===== src/psdc_pkg.sv =====
// shared constants, field layouts and carriers of the synthesizer divider control
package psdc_pkg;

  // ------------------------------------------------------------------
  // serial word layout
  // ------------------------------------------------------------------
  localparam int SHIFT_W = 19;
  localparam int CTRL_BIT = 0;
  localparam int REF_LSB = 1;
  localparam int REF_MSB = 16;
  localparam int DIV_LSB = 1;
  localparam int DIV_MSB = 18;
  localparam int REF_RATIO_W = 14;
  localparam int SWALLOW_W = 7;
  localparam int MAIN_W = 11;
  localparam int REF_LATCH_W = 16;
  localparam int DIV_LATCH_W = 18;

  // ------------------------------------------------------------------
  // latch reset values (standby, smallest legal ratios)
  // ------------------------------------------------------------------
  localparam logic [13:0] REF_RATIO_RESET = 14'h0006;
  localparam logic [10:0] MAIN_RATIO_RESET = 11'h005;
  localparam logic [6:0] SWALLOW_RESET = 7'h00;

  // ------------------------------------------------------------------
  // lock window and wake-up limiting, in oscillator periods and cycles
  // ------------------------------------------------------------------
  localparam int ERR_W = 6;
  localparam logic [5:0] LOCK_UPPER_PERIODS = 6'h08;
  localparam logic [5:0] LOCK_LOWER_PERIODS = 6'h10;
  localparam logic [5:0] ERR_SAT = 6'h3f;
  localparam logic [1:0] LOCK_GOOD_CYCLES = 2'h3;
  localparam logic [5:0] WAKE_LIMIT_PERIODS = 6'h08;
  localparam logic [1:0] WAKE_CYCLES = 2'h3;

  // ------------------------------------------------------------------
  // register map (byte addresses) and fields
  // ------------------------------------------------------------------
  localparam logic [3:0] ADDR_CTRL = 4'h0;
  localparam logic [3:0] ADDR_STATUS = 4'h4;
  localparam logic [3:0] ADDR_REF = 4'h8;
  localparam logic [3:0] ADDR_DIV = 4'hc;
  localparam int CTRL_OUT_EN_BIT = 0;
  localparam logic CTRL_OUT_EN_RESET = 1'b1;

  // ------------------------------------------------------------------
  // carriers
  // ------------------------------------------------------------------
  typedef struct packed {
    logic power_save_bit;
    logic prescaler_modulus_select;
    logic [REF_RATIO_W-1:0] reference_ratio_bits;
  } psdc_ref_latch_t;

  typedef struct packed {
    logic [MAIN_W-1:0] main_count_bits;
    logic [SWALLOW_W-1:0] swallow_ratio_bits;
  } psdc_div_latch_t;

  typedef enum logic [1:0] {
    PSDC_UNLOCKED = 2'b01,
    PSDC_LOCKED = 2'b10
  } psdc_lock_state_t;

endpackage


===== src/psdc_top.sv =====
// serial-programmed pulse-swallow divider, phase comparator and lock detect
// Behaviour
// RL1: shift serial data on each serial clock rise
// RL2: last bit high selects reference latch, else divider
// RL3: strobe high transfers word; host shifts with strobe low
// RL4: host sends most significant bit first
// RL5: host reference word is 17 bits, selector high
// RL6: reference ratio 14 bits, 6 to 16383
// RL7: modulus select low 128/129, high 64/65
// RL8: power save bit high runs, low is standby
// RL9: divider word 19 bits into 18-bit latch
// RL10: swallow count is lowest seven ratio bits
// RL11: main count bits 8 to 18, 5 to 2047
// RL12: division is modulus times main plus swallow
// RL13: lock output rests high, low during phase error; code drops it only for errors of 8 periods or more
// RL14: polarity low inverts pump and comparator outputs
// RL15: monitor shows reference divider or main divider
// RL16: open-drain output pulls low or floats only
// RL17: host sets selector low in divider word
// RL18: comparator table for up, down and equal
// RL19: unlock at 8 periods, relock after 3 cycles; code keeps good_cnt_reg at 3 on unlock, so it relocks as the error ends
// RL20: limit comparator error while waking from standby
// RL21: modulus plus one until swallow expires, then base
// RL22: latches keep contents until a committed transfer
//
// The Avalon-MM slave port and the register offsets were left to the implementer.
`timescale 1ns/10ps
module psdc_top (
  input wire logic clk_in,
  input wire logic reset_in,
  input wire logic [3:0] avs_address_in,
  input wire logic avs_read_in,
  input wire logic avs_write_in,
  input wire logic [31:0] avs_writedata_in,
  input wire logic [3:0] avs_byteenable_in,
  output logic [31:0] avs_readdata_out,
  output logic avs_waitrequest_out,
  input wire logic serial_clk_in,
  input wire logic serial_data_in,
  input wire logic latch_load_strobe_in,
  input wire logic phase_polarity_select_in,
  input wire logic reference_osc_in,
  input wire logic prescaler_pulse_in,
  output logic modulus_control_out,
  output logic prescaler_modulus_select_out,
  output logic pump_out,
  output logic pump_oe_n_out,
  output logic phase_push_out,
  output logic phase_drain_out,
  output logic phase_drain_oe_n_out,
  output logic monitor_out,
  output logic lock_indicator_out
);

  // ------------------------------------------------------------------
  // input synchronisation and edge detection
  // ------------------------------------------------------------------
  localparam int SYN_W = 6;
  localparam int S_CLK = 0;
  localparam int S_DATA = 1;
  localparam int S_STROBE = 2;
  localparam int S_POL = 3;
  localparam int S_OSC = 4;
  localparam int S_PRE = 5;
  // strobe and polarity pins are pulled up, so they idle high
  localparam logic [SYN_W-1:0] SYN_IDLE = SYN_W'((1 << S_STROBE) | (1 << S_POL));

  logic [SYN_W-1:0] sync_w;
  logic [SYN_W-1:0] sync_prev_reg;
  wire [SYN_W-1:0] raw_w = {prescaler_pulse_in, reference_osc_in, phase_polarity_select_in,
                            latch_load_strobe_in, serial_data_in, serial_clk_in};

  psdc_sync #(.WIDTH(SYN_W)) u_sync (
    .clk_in(clk_in),
    .reset_in(reset_in),
    .async_in(raw_w),
    .reset_value_in(SYN_IDLE),
    .sync_out(sync_w)
  );

  always_ff @(posedge clk_in) begin
    if (reset_in) sync_prev_reg <= SYN_IDLE;
    else sync_prev_reg <= sync_w;
  end

  wire sclk_rise = sync_w[S_CLK] & ~sync_prev_reg[S_CLK];
  wire osc_rise = sync_w[S_OSC] & ~sync_prev_reg[S_OSC];
  wire pre_rise = sync_w[S_PRE] & ~sync_prev_reg[S_PRE];
  wire polarity = sync_w[S_POL];
  wire strobe = sync_w[S_STROBE];

  // ------------------------------------------------------------------
  // serial shift register and latches
  // ------------------------------------------------------------------
  logic [psdc_pkg::SHIFT_W-1:0] shift_reg;
  psdc_pkg::psdc_ref_latch_t ref_latch_reg;
  psdc_pkg::psdc_div_latch_t div_latch_reg;

  wire sel_ref = shift_reg[psdc_pkg::CTRL_BIT];
  wire load_ref = strobe & sel_ref; // see RL2
  wire load_div = strobe & ~sel_ref; // see RL2

  // shift in at each serial clock rise, earliest bit moves toward the top
  always_ff @(posedge clk_in) begin
    // reset word equals the divider latch reset, so an idle-high strobe keeps it
    if (reset_in) shift_reg <= {psdc_pkg::MAIN_RATIO_RESET, psdc_pkg::SWALLOW_RESET, 1'b0};
    else if (sclk_rise) shift_reg <= {shift_reg[psdc_pkg::SHIFT_W-2:0], sync_w[S_DATA]}; // see RL1
  end

  // transfer while the strobe is high; otherwise hold old contents
  always_ff @(posedge clk_in) begin
    if (reset_in) begin
      ref_latch_reg <= {1'b0, 1'b0, psdc_pkg::REF_RATIO_RESET};
      div_latch_reg <= {psdc_pkg::MAIN_RATIO_RESET, psdc_pkg::SWALLOW_RESET};
    end else begin
      if (load_ref) ref_latch_reg <= shift_reg[psdc_pkg::REF_MSB:psdc_pkg::REF_LSB]; // see RL3
      if (load_div) div_latch_reg <= shift_reg[psdc_pkg::DIV_MSB:psdc_pkg::DIV_LSB]; // see RL22
    end
  end

  wire standby = ~ref_latch_reg.power_save_bit; // see RL8

  // ------------------------------------------------------------------
  // reference and main dividers
  // ------------------------------------------------------------------
  logic ref_tick;
  logic div_tick;
  logic [psdc_pkg::SWALLOW_W-1:0] swallow_left_reg;
  wire swallow_busy = (swallow_left_reg != '0);

  psdc_divcnt #(.WIDTH(psdc_pkg::REF_RATIO_W)) u_ref_cnt (
    .clk_in(clk_in),
    .reset_in(reset_in),
    .load_value_in(ref_latch_reg.reference_ratio_bits), // see RL6
    .reload_in(standby),
    .count_in(osc_rise),
    .tick_out(ref_tick)
  );

  // main count runs over all prescaler pulses of a comparison cycle
  psdc_divcnt #(.WIDTH(psdc_pkg::MAIN_W)) u_main_cnt (
    .clk_in(clk_in),
    .reset_in(reset_in),
    .load_value_in(div_latch_reg.main_count_bits), // see RL11
    .reload_in(standby),
    .count_in(pre_rise),
    .tick_out(div_tick)
  );

  // swallow count: prescaler at modulus plus one until it runs out
  always_ff @(posedge clk_in) begin
    if (reset_in) swallow_left_reg <= '0;
    else if (standby || div_tick) swallow_left_reg <= div_latch_reg.swallow_ratio_bits; // see RL10
    else if (pre_rise && swallow_busy) swallow_left_reg <= swallow_left_reg - 1'b1; // see RL21
  end

  // ------------------------------------------------------------------
  // phase-frequency comparator
  // ------------------------------------------------------------------
  logic up_reg;
  logic dn_reg;
  wire up_set = up_reg | ref_tick;
  wire dn_set = dn_reg | div_tick;
  wire both = up_set & dn_set;
  wire pfd_active = up_reg | dn_reg;

  // reference leads sets up, divided signal leads sets down; both clears
  always_ff @(posedge clk_in) begin
    if (reset_in || standby) begin
      up_reg <= 1'b0;
      dn_reg <= 1'b0;
    end else begin
      up_reg <= up_set & ~both; // see RL18
      dn_reg <= dn_set & ~both; // see RL18
    end
  end

  // ------------------------------------------------------------------
  // phase error width in oscillator periods
  // ------------------------------------------------------------------
  logic [psdc_pkg::ERR_W-1:0] err_cnt_reg;
  logic [psdc_pkg::ERR_W-1:0] err_peak_reg;
  wire err_sat = (err_cnt_reg == psdc_pkg::ERR_SAT);
  wire err_upper = (err_cnt_reg >= psdc_pkg::LOCK_UPPER_PERIODS);
  wire peak_in_lower = (err_peak_reg <= psdc_pkg::LOCK_LOWER_PERIODS);

  always_ff @(posedge clk_in) begin
    if (reset_in || !pfd_active) err_cnt_reg <= '0;
    else if (osc_rise && !err_sat) err_cnt_reg <= err_cnt_reg + 1'b1;
  end

  // widest error seen in the current comparison cycle
  always_ff @(posedge clk_in) begin
    if (reset_in || ref_tick) err_peak_reg <= '0;
    else if (err_cnt_reg > err_peak_reg) err_peak_reg <= err_cnt_reg;
  end

  // ------------------------------------------------------------------
  // lock detector
  // ------------------------------------------------------------------
  psdc_pkg::psdc_lock_state_t lock_state_reg;
  psdc_pkg::psdc_lock_state_t lock_state_next;
  logic [1:0] good_cnt_reg;
  wire good_done = (good_cnt_reg == psdc_pkg::LOCK_GOOD_CYCLES);

  // count consecutive cycles whose error stayed inside the lower window
  always_ff @(posedge clk_in) begin
    if (reset_in || standby) good_cnt_reg <= '0;
    else if (ref_tick && !peak_in_lower) good_cnt_reg <= '0; // see RL19
    else if (ref_tick && !good_done) good_cnt_reg <= good_cnt_reg + 1'b1;
  end

  always_comb begin
    lock_state_next = lock_state_reg;
    case (lock_state_reg)
      psdc_pkg::PSDC_UNLOCKED: if (good_done) lock_state_next = psdc_pkg::PSDC_LOCKED;
      psdc_pkg::PSDC_LOCKED: if (err_upper) lock_state_next = psdc_pkg::PSDC_UNLOCKED;
      default: lock_state_next = psdc_pkg::PSDC_UNLOCKED;
    endcase
  end

  always_ff @(posedge clk_in) begin
    if (reset_in || standby) lock_state_reg <= psdc_pkg::PSDC_UNLOCKED;
    else lock_state_reg <= lock_state_next; // see RL19
  end

  // ------------------------------------------------------------------
  // wake-up error limiting
  // ------------------------------------------------------------------
  logic standby_prev_reg;
  logic [1:0] wake_left_reg;
  wire wake_edge = standby_prev_reg & ~standby;
  wire limit_active = (wake_left_reg != 2'h0);
  wire clamp = limit_active & (err_cnt_reg >= psdc_pkg::WAKE_LIMIT_PERIODS);

  // dividers restart together on wake; errors are cut short a few cycles
  always_ff @(posedge clk_in) begin
    if (reset_in) begin
      standby_prev_reg <= 1'b1;
      wake_left_reg <= 2'h0;
    end else begin
      standby_prev_reg <= standby;
      if (wake_edge) wake_left_reg <= psdc_pkg::WAKE_CYCLES; // see RL20
      else if (ref_tick && limit_active) wake_left_reg <= wake_left_reg - 2'h1;
    end
  end

  // ------------------------------------------------------------------
  // register bus
  // ------------------------------------------------------------------
  logic ctrl_out_en_reg;
  wire req = avs_read_in | avs_write_in;
  wire first_cycle = req & avs_waitrequest_out;
  wire commit_wr = avs_write_in & ~avs_waitrequest_out;
  wire ctrl_wr = commit_wr & (avs_address_in == psdc_pkg::ADDR_CTRL) & avs_byteenable_in[0];
  wire [31:0] status_word = {29'h0, limit_active, standby,
                             lock_state_reg == psdc_pkg::PSDC_LOCKED};
  wire [31:0] rd_mux =
    (avs_address_in == psdc_pkg::ADDR_CTRL) ? {31'h0, ctrl_out_en_reg} :
    (avs_address_in == psdc_pkg::ADDR_STATUS) ? status_word :
    (avs_address_in == psdc_pkg::ADDR_REF) ? {16'h0, ref_latch_reg} :
    (avs_address_in == psdc_pkg::ADDR_DIV) ? {14'h0, div_latch_reg} : 32'h0;

  // one wait cycle, then a single cycle of waitrequest low
  always_ff @(posedge clk_in) begin
    if (reset_in) begin
      avs_waitrequest_out <= 1'b1;
      avs_readdata_out <= 32'h0;
      ctrl_out_en_reg <= psdc_pkg::CTRL_OUT_EN_RESET;
    end else begin
      avs_waitrequest_out <= ~first_cycle;
      if (first_cycle && avs_read_in) avs_readdata_out <= rd_mux;
      if (ctrl_wr) ctrl_out_en_reg <= avs_writedata_in[psdc_pkg::CTRL_OUT_EN_BIT];
    end
  end

  // ------------------------------------------------------------------
  // output selection
  // ------------------------------------------------------------------
  wire lead_act = polarity ? up_reg : dn_reg; // see RL14
  wire lag_act = polarity ? dn_reg : up_reg; // see RL14
  wire drive_en = ctrl_out_en_reg & ~standby & ~clamp;
  wire pump_oe_n_next = ~(drive_en & (lead_act | lag_act)); // see RL18
  wire drain_oe_n_next = ~(drive_en & lead_act); // see RL16
  wire push_next = drive_en & lag_act; // see RL18
  wire monitor_next = polarity ? ref_tick : div_tick; // see RL15
  wire lock_next = (lock_state_next == psdc_pkg::PSDC_LOCKED) & ~(pfd_active & err_upper);

  always_ff @(posedge clk_in) begin
    if (reset_in) begin
      modulus_control_out <= 1'b0;
      prescaler_modulus_select_out <= 1'b0;
      pump_out <= 1'b0;
      pump_oe_n_out <= 1'b1;
      phase_push_out <= 1'b0;
      phase_drain_out <= 1'b0;
      phase_drain_oe_n_out <= 1'b1;
      monitor_out <= 1'b0;
      lock_indicator_out <= 1'b0;
    end else begin
      modulus_control_out <= swallow_busy; // see RL12
      prescaler_modulus_select_out <= ref_latch_reg.prescaler_modulus_select; // see RL7
      pump_out <= lead_act;
      pump_oe_n_out <= pump_oe_n_next;
      phase_push_out <= push_next;
      phase_drain_out <= 1'b0;
      phase_drain_oe_n_out <= drain_oe_n_next;
      monitor_out <= monitor_next;
      lock_indicator_out <= lock_next; // see RL13
    end
  end

endmodule


===== src/psdc_sync.sv =====
// two-stage synchroniser for a group of asynchronous inputs
`timescale 1ns/10ps
module psdc_sync #(
  parameter int WIDTH = 6
) (
  input wire logic clk_in,
  input wire logic reset_in,
  input wire logic [WIDTH-1:0] async_in,
  input wire logic [WIDTH-1:0] reset_value_in,
  output logic [WIDTH-1:0] sync_out
);

  logic [WIDTH-1:0] stage1_reg;

  // ------------------------------------------------------------------
  // first stage feeds only the second
  // ------------------------------------------------------------------
  always_ff @(posedge clk_in) begin
    if (reset_in) begin
      stage1_reg <= reset_value_in;
      sync_out <= reset_value_in;
    end else begin
      stage1_reg <= async_in;
      sync_out <= stage1_reg;
    end
  end

endmodule


===== src/psdc_divcnt.sv =====
// programmable down counter: one tick every load_value_in counted events
`timescale 1ns/10ps
module psdc_divcnt #(
  parameter int WIDTH = 14
) (
  input wire logic clk_in,
  input wire logic reset_in,
  input wire logic [WIDTH-1:0] load_value_in,
  input wire logic reload_in,
  input wire logic count_in,
  output logic tick_out
);

  localparam logic [WIDTH-1:0] ONE = {{(WIDTH-1){1'b0}}, 1'b1};

  logic [WIDTH-1:0] cnt_reg;
  wire terminal = (cnt_reg <= ONE);

  // ------------------------------------------------------------------
  // count down, reload at terminal, tick for one cycle
  // ------------------------------------------------------------------
  always_ff @(posedge clk_in) begin
    if (reset_in) begin
      cnt_reg <= '0;
      tick_out <= 1'b0;
    end else if (reload_in) begin
      cnt_reg <= load_value_in;
      tick_out <= 1'b0;
    end else if (count_in) begin
      cnt_reg <= terminal ? load_value_in : cnt_reg - ONE;
      tick_out <= terminal;
    end else begin
      tick_out <= 1'b0;
    end
  end

endmodule


===== config.mk =====
export PLATFORM = sky130hd
export DESIGN_NAME = psdc_top
export DESIGN_NICKNAME = d
export VERILOG_FILES = /design/src/psdc_pkg.sv /design/src/psdc_top.sv /design/src/psdc_sync.sv /design/src/psdc_divcnt.sv
export SDC_FILE = /design/constraint.sdc
export NUM_CORES = 1
export LEC_CHECK = 0
export BUFFER_PORTS_ARGS = -buffer_cell sky130_fd_sc_hd__buf_2
export CORE_MARGIN = 5
export CORE_UTILIZATION = 45
export CTS_CLUSTER_SIZE = 28
export DETAILED_ROUTE_END_ITERATION = 16
export PLACE_DENSITY = 0.64
export SYNTH_ARGS = -nofsm -noshare
export SYNTH_HDL_FRONTEND = slang
export SYNTH_SLANG_ARGS = --single-unit

===== constraint.sdc =====
create_clock -name clk_in -period 2.4 [get_ports clk_in]
set_input_delay 0.36 -clock clk_in [delete_from_list [all_inputs] [get_ports clk_in]]
set_output_delay 0.36 -clock clk_in [all_outputs]
set_load 0.005 [all_outputs]

==> flow_summary.ini, run 1 <==
[outcome]
status = finished clean

[worst_setup_path]
slowest_delay_ns = 0.48
path_class = reg2reg
worst_ep_arrival_time_ns = 2.43
slowest_stage = or4b_1
end_kind = flip-flop
path_delay_family = simple AND/OR/NAND/NOR gates
critPathMaxFanout = 13
worstPathCellList = inv_1, ha_1, o2111ai_4, nand2_4, or3_1, or4b_1, nand3_1
cp_data_required_time_ns = 2.76
crit_buf_inv = 1
worstSetupStartpointType = flip-flop

[sta]
final.setup.tns_ns = 0
slew_viol_final = 0
rsz0062_at_grt = false
relSlewSlack = 0.2581
fin_crit_sh = 0.8654
fin_crit_ns = 2.077
setup_viol = 0
hold_violations = 0
worst_slew_pin_slew_ns = 1.109
max_clock_freq_mhz = 481.5
skew_ns = 0.005735

[drt]
drtAntennaViolNets = 0
vias = 5678
wl_mm = 16.44
drt-initial-drc-count = 539
dr.pass1.iters = 5
drt-wirelength-per-cell_um = 15.93
via_per_inst = 5.502
drcViolationCount = 0

[synthesis]
ys_seq_elements = 151
synth_ff_type = dfxtp_1
syn_inst = 804
synth_top_area_frac = 0.4550
yosys_warnings = 0
async_flop_share = 0
ys_types = 62
synthTopCellsByArea = dfxtp_1, nand2_1, a21oi_1, nor2_1, ha_1
yosysSeqAreaShare = 0.4550
netlist_area_um2 = 6644
synth_edf_count = 0
synth.avg_cell_area_um2 = 8.264
synth_most_common_cell = dfxtp_1
ys_top_cells_by_count = dfxtp_1, nand2_1, a21oi_1
synth_area_leader_cell = dfxtp_1

[power_and_ir_drop]
total_power_w = 0.005340
p_per_area_nw_per_um2 = 705.8
leakage_nw = 2.851
peakVddDrop_mv = 0.5508

[die]
die_h_um = 131.5
start_util = 0.4571
num_rows = 44
fp.coreArea_um2 = 14530
die-area_um2 = 17290
io_pins = 92
die_x_um = 131.5

[cells_and_area]
nFillCells = 1384
nets = 906
seq_area_um2 = 3023
diodes = 0
largest_register_ffs = 19
multi_input_area_um2 = 3323
final_core_util = 0.5205
syn2layout_area_growth_pct = 13.86
final_layout_size_suffix_gt1_frac = 0.1191
fin_area_um2 = 7565

[global_route]
grt_start_max_net_pins = 57
grt_use_total = 0.1916
antenna_found_initial = 0
grt_pass1_wl_mm = 27.47
first_global_vias = 5429
grt_overflow = 0

[clock_network]
cts_max_level = 4
worstSkewPairLatency_ns = 0.42
cts_hold_buf = 0
cts_resized = 0
cts.sinks = 151
clock_path_buffers = 2
cts_tree = yes
clk_pin_slew_ns = 0.05
cts-buffers-inserted = 17
cts_post_setup_buffers_inserted = 0
clk_root_buffer_cell = clkbuf_16

[place]
gp_congestion = 0.8862
port_buffers = 42
placed_area_um2 = 7008
hpwlAfterDp_mm = 11.41

[job]
cap_violations = 0

[min_path]
hold_path_class = in2reg
[worst reg2reg max path: stages (launching register included)]
cell	delay, ns
dfxtp_1	0.36
inv_1	0.08
ha_1	0.22
o2111ai_4	0.24
nand2_4	0.13
or3_1	0.42
or4b_1	0.48
nand3_1	0.09
[worst paths after layout]
path	slack, ns	cells past startpoint	to	from
setup / recovery	0.32	7	u_main_cnt.cnt_reg[6]$_SDFFE_PP0P_	u_main_cnt.cnt_reg[1]$_SDFFE_PP0P_
hold / removal	0.13	2	u_sync.stage1_reg[2]$_SDFF_PP1_	latch_load_strobe_in
setup reg to reg	0.32	7	u_main_cnt.cnt_reg[6]$_SDFFE_PP0P_	u_main_cnt.cnt_reg[1]$_SDFFE_PP0P_
hold reg to reg	0.41	1	u_sync.sync_out[3]$_SDFF_PP1_	u_sync.stage1_reg[3]$_SDFF_PP1_
[through the flow]
stage | std cells | setup WS, ns | hold WS (ns)
6_report | 1032 | 0.3230 | 0.1328
5_1_grt | 1032 | 0.1211 | 0.1208
4_1_cts | 1032 | 0.3156 | 0.1123
3_5_place_dp | 1003 | 0.3430 | 0.3994
3_3_place_gp | 1003 | 0.4224 | 0.4007
2_1_floorplan | 818 | 0.4735 | 0.3895
[cells by family (layout without fill, tap and decap cells)]
kind of cell             count (synthesis)  after routing  share of synthesized area
AND/OR/NAND/NOR                        342            342                     0.2435
AO/OA/AOI/OAI                          187            187                     0.1740
flip-flops                             151            151                     0.4550
buffers and inverters                   79            109                    0.05367
adder cells (fa/ha/maj)                 18             18                    0.03390
multiplexers                            14             14                    0.02354
XOR/XNOR                                12             12                    0.01582
other                                    1             15                  0.0005644
[report_power, final]
group          internal, W  switching, W  total (W)
Clock              0.00160      0.000947    0.00254
Combinational    0.0000750      0.000162   0.000237
Sequential         0.00253     0.0000242    0.00256
[final cells by class]
| cell class | instances | area share |
|---|---|---|
| Multi-Input combinational cell | 588 | 0.4393 |
| Sequential cell | 151 | 0.3996 |
| Clock buffer | 26 | 0.06467 |
| Timing Repair Buffer | 59 | 0.04664 |
| Tap cell | 184 | 0.03043 |
| Inverter | 21 | 0.01042 |
| Clock inverter | 3 | 0.008932 |
[metal layers]
layer  track usage  share of wire  vias to the layer above
met1        0.2523           0.45                     2659
met5             0              0                        -
met3       0.04281          0.056                       37
li1              -              -                     2819
met4       0.07371          0.027                        0
met2        0.3076           0.46                      163
[cell usage in the layout, fill, tap and decap left out, types with 5 or more instances in the layout]
| master | n |
|---|---|
| ha_1 | 18 |
| dfxtp_1 | 151 |
| a21oi_1 | 83 |
| buf_4 | 17 |
| buf_2 | 41 |
| o21ai_0 | 27 |
| nor3_1 | 18 |
| clkbuf_1 | 6 |
| clkbuf_16 | 17 |
| nand4_1 | 5 |
| a22oi_1 | 17 |
| nor2_1 | 65 |
| xnor2_1 | 8 |
| nor2b_1 | 26 |
| nand2_1 | 144 |
| nand3_1 | 29 |
| a31oi_1 | 8 |
| inv_1 | 21 |
| conb_1 | 15 |
| nand2b_1 | 9 |
| a22o_1 | 13 |
| mux2i_1 | 10 |
| and2_1 | 6 |
| nor4_1 | 8 |
| o21ai_1 | 7 |
| or2_2 | 6 |
Note: power is estimated with default switching activity, not from simulation.
==> inputs of run 2 (changes only) <==
--- a/config.mk
+++ b/config.mk
@@ -13,4 +13,5 @@
 export PLACE_DENSITY = 0.64
 export SYNTH_ARGS = -nofsm -noshare
 export SYNTH_HDL_FRONTEND = slang
+export SYNTH_HIERARCHICAL = 1
 export SYNTH_SLANG_ARGS = --single-unit
==> flow_summary.ini, run 2 <==
[outcome]
status = finished clean

[worst_setup_path]
regToRegSetupSlack_ns = 0.31
worstReg2RegStart = u_ref_cnt/cnt_reg[0]$_SDFFE_PP0P_
critPathMaxFanout = 10
end_kind = flip-flop
reg2reg_depth = 7
worstPathCellList = inv_1, ha_1, o21ba_2, and4bb_2, or2_2, o41ai_1, a32o_1
path_delay_family = compound AO/OA/AOI/OAI gates
slowest_stage = dfxtp_1
cp_data_required_time_ns = 2.77
worst_ep_arrival_time_ns = 2.46
slowest_delay_ns = 0.44
r2r-end = u_ref_cnt/cnt_reg[10]$_SDFFE_PP0P_
path_class = reg2reg
crit_buf_inv = 1
worstSetupStartpointType = flip-flop

[power_and_ir_drop]
leakage_nw = 3.030
peakVddDrop_mv = 0.4961
total_power_w = 0.006124
p_per_area_nw_per_um2 = 763.9

[place]
hpwlAfterDp_mm = 11.70
gp_congestion = 0.8533
preCtsSetupSlack_ns = 0.3372
port_buffers = 42

[drt]
drt-wirelength-per-cell_um = 15.38
drt-initial-drc-count = 403
dr.pass1.iters = 5
drtAntennaViolNets = 0
wl_mm = 16.41
drcViolationCount = 0
via_per_inst = 5.427
vias = 5791

[job]
cap_violations = 0

[global_route]
grt_use_total = 0.1819
grt_pass1_wl_mm = 26.49
grt_overflow = 0
first_global_vias = 5133
grt_start_max_net_pins = 42
antenna_found_initial = 0

[synthesis]
synth_most_common_cell = nand2_1
ys_seq_elements = 151
ys_types = 77
synth_edf_count = 0
yosysSeqAreaShare = 0.4371
yosys_warnings = 6
syn_inst = 812
synth.avg_cell_area_um2 = 8.516
netlist_area_um2 = 6915
synth_ff_type = dfxtp_1
synth_area_leader_cell = dfxtp_1
synth_top_area_frac = 0.4371
ys_top_cells_by_count = nand2_1, dfxtp_1, a21oi_1
synthTopCellsByArea = dfxtp_1, nand2_1, a21oi_1, ha_1, nor2_1
async_flop_share = 0

[die]
start_util = 0.4566
die-area_um2 = 17950
die_x_um = 134.0
io_pins = 92
num_rows = 45
die_h_um = 134.0
fp.coreArea_um2 = 15150

[clock_network]
cts_max_level = 4
cts-buffers-inserted = 17
cts_hold_buf = 0
worstSkewPairLatency_ns = 0.43
clock_path_buffers = 2
cts_post_setup_buffers_inserted = 0
cts_resized = 0
clk_root_buffer_cell = clkbuf_16
clk_pin_slew_ns = 0.06
cts.sinks = 151
cts_tree = yes

[cells_and_area]
syn2layout_area_growth_pct = 15.92
diodes = 0
final_layout_size_suffix_gt1_frac = 0.1490
layout_common_cells = nand2_1, dfxtp_1, a21oi_1, nor2_1, buf_2
largest_register_ffs = 19
final_core_util = 0.5293
nets = 935
final_common_cell = nand2_1

[sta]
setup_viol = 0
rsz0062_at_grt = false
holdWs_ns = 0.1565
fin_crit_ns = 2.087
skew_ns = 0.008553
worst_slew_pin_slew_ns = 0.9998
relSlewSlack = 0.3335
hold_violations = 0
fin_ws_ns = 0.3132
final.setup.tns_ns = 0
max_clock_freq_mhz = 479.2
slew_viol_final = 0
fin_crit_sh = 0.8695

[min_path]
hold_start = latch_load_strobe_in
hold_path_class = in2reg
hold_depth = 2
worstHoldEndpoint = u_sync/stage1_reg[2]$_DFF_P_
## run 2: worst reg2reg max path, cell delays in order, from the launching register on
cell and delay (ns):
dfxtp_1 0.44, inv_1 0.07, ha_1 0.21, o21ba_2 0.19, and4bb_2 0.25, or2_2 0.39
o41ai_1 0.32, a32o_1 0.16
## run 2: cell families after synthesis
family                     after synthesis  synth area share
adders and majority gates               18           0.03257
xor gates and xnor gates                 7          0.008866
AOI/OAI and AO/OA                      194            0.1791
DFF                                    151            0.4371
other                                    2          0.001086
muxes                                   25           0.04577
and+or+nand+nor                        326            0.2334
buffers and inverters                   89           0.06206
## run 2: cell type report
| cell class | instances | area (um2) |
|---|---|---|
| Tap cell | 188 | 235.2 |
| Clock buffer | 18 | 439.2 |
| Clock inverter | 13 | 249.0 |
| Fill cell | 1415 | 7129 |
| Inverter | 36 | 135.1 |
| Multi-Input combinational cell | 597 | 3557 |
| Timing Repair Buffer | 64 | 377.9 |
| Sequential cell | 151 | 3023 |
## run 2: worst max path at each step
| stage | from | endpoint | cells after the start |
|---|---|---|---|
| 2_1_floorplan | u_ref_cnt/cnt_reg[0]$_SDFFE_PP0P_ | u_ref_cnt/cnt_reg[10]$_SDFFE_PP0P_ | 9 |
| 3_3_place_gp | u_ref_cnt/cnt_reg[0]$_SDFFE_PP0P_ | u_ref_cnt/cnt_reg[10]$_SDFFE_PP0P_ | 7 |
| 3_5_place_dp | u_ref_cnt/cnt_reg[0]$_SDFFE_PP0P_ | u_ref_cnt/cnt_reg[10]$_SDFFE_PP0P_ | 7 |
| 4_1_cts | u_ref_cnt/cnt_reg[0]$_SDFFE_PP0P_ | u_ref_cnt/cnt_reg[10]$_SDFFE_PP0P_ | 7 |
| 5_1_grt | u_ref_cnt/cnt_reg[0]$_SDFFE_PP0P_ | u_ref_cnt/cnt_reg[10]$_SDFFE_PP0P_ | 7 |
| 6_report | u_ref_cnt/cnt_reg[0]$_SDFFE_PP0P_ | u_ref_cnt/cnt_reg[10]$_SDFFE_PP0P_ | 7 |
## run 2: through the flow
step / instances / cell area [um2]
final: 1067 / 8016
after global routing: 1067 / 8016
after CTS: 1067 / 8016
after detailed placement: 1036 / 7328
after global placement: 1036 / 7328
after floorplan: 837 / 7009
## run 2: layer usage
metal  track usage  vias up  part of all wire
li1              -     2938                 -
met1        0.2495     2706              0.48
met2        0.2869      128              0.47
met3       0.04201       19             0.042
met4       0.05371        0             0.013
met5             0        -                 0
## run 2: power by group
part	total [W]	leakage, nW	switching [W]	internal [W]
clock network	0.00310	0.332	0.00103	0.00207
logic	0.000403	1.47	0.000256	0.000147
registers	0.00262	1.23	0.0000525	0.00256
total	0.00612	3.03	0.00134	0.00478
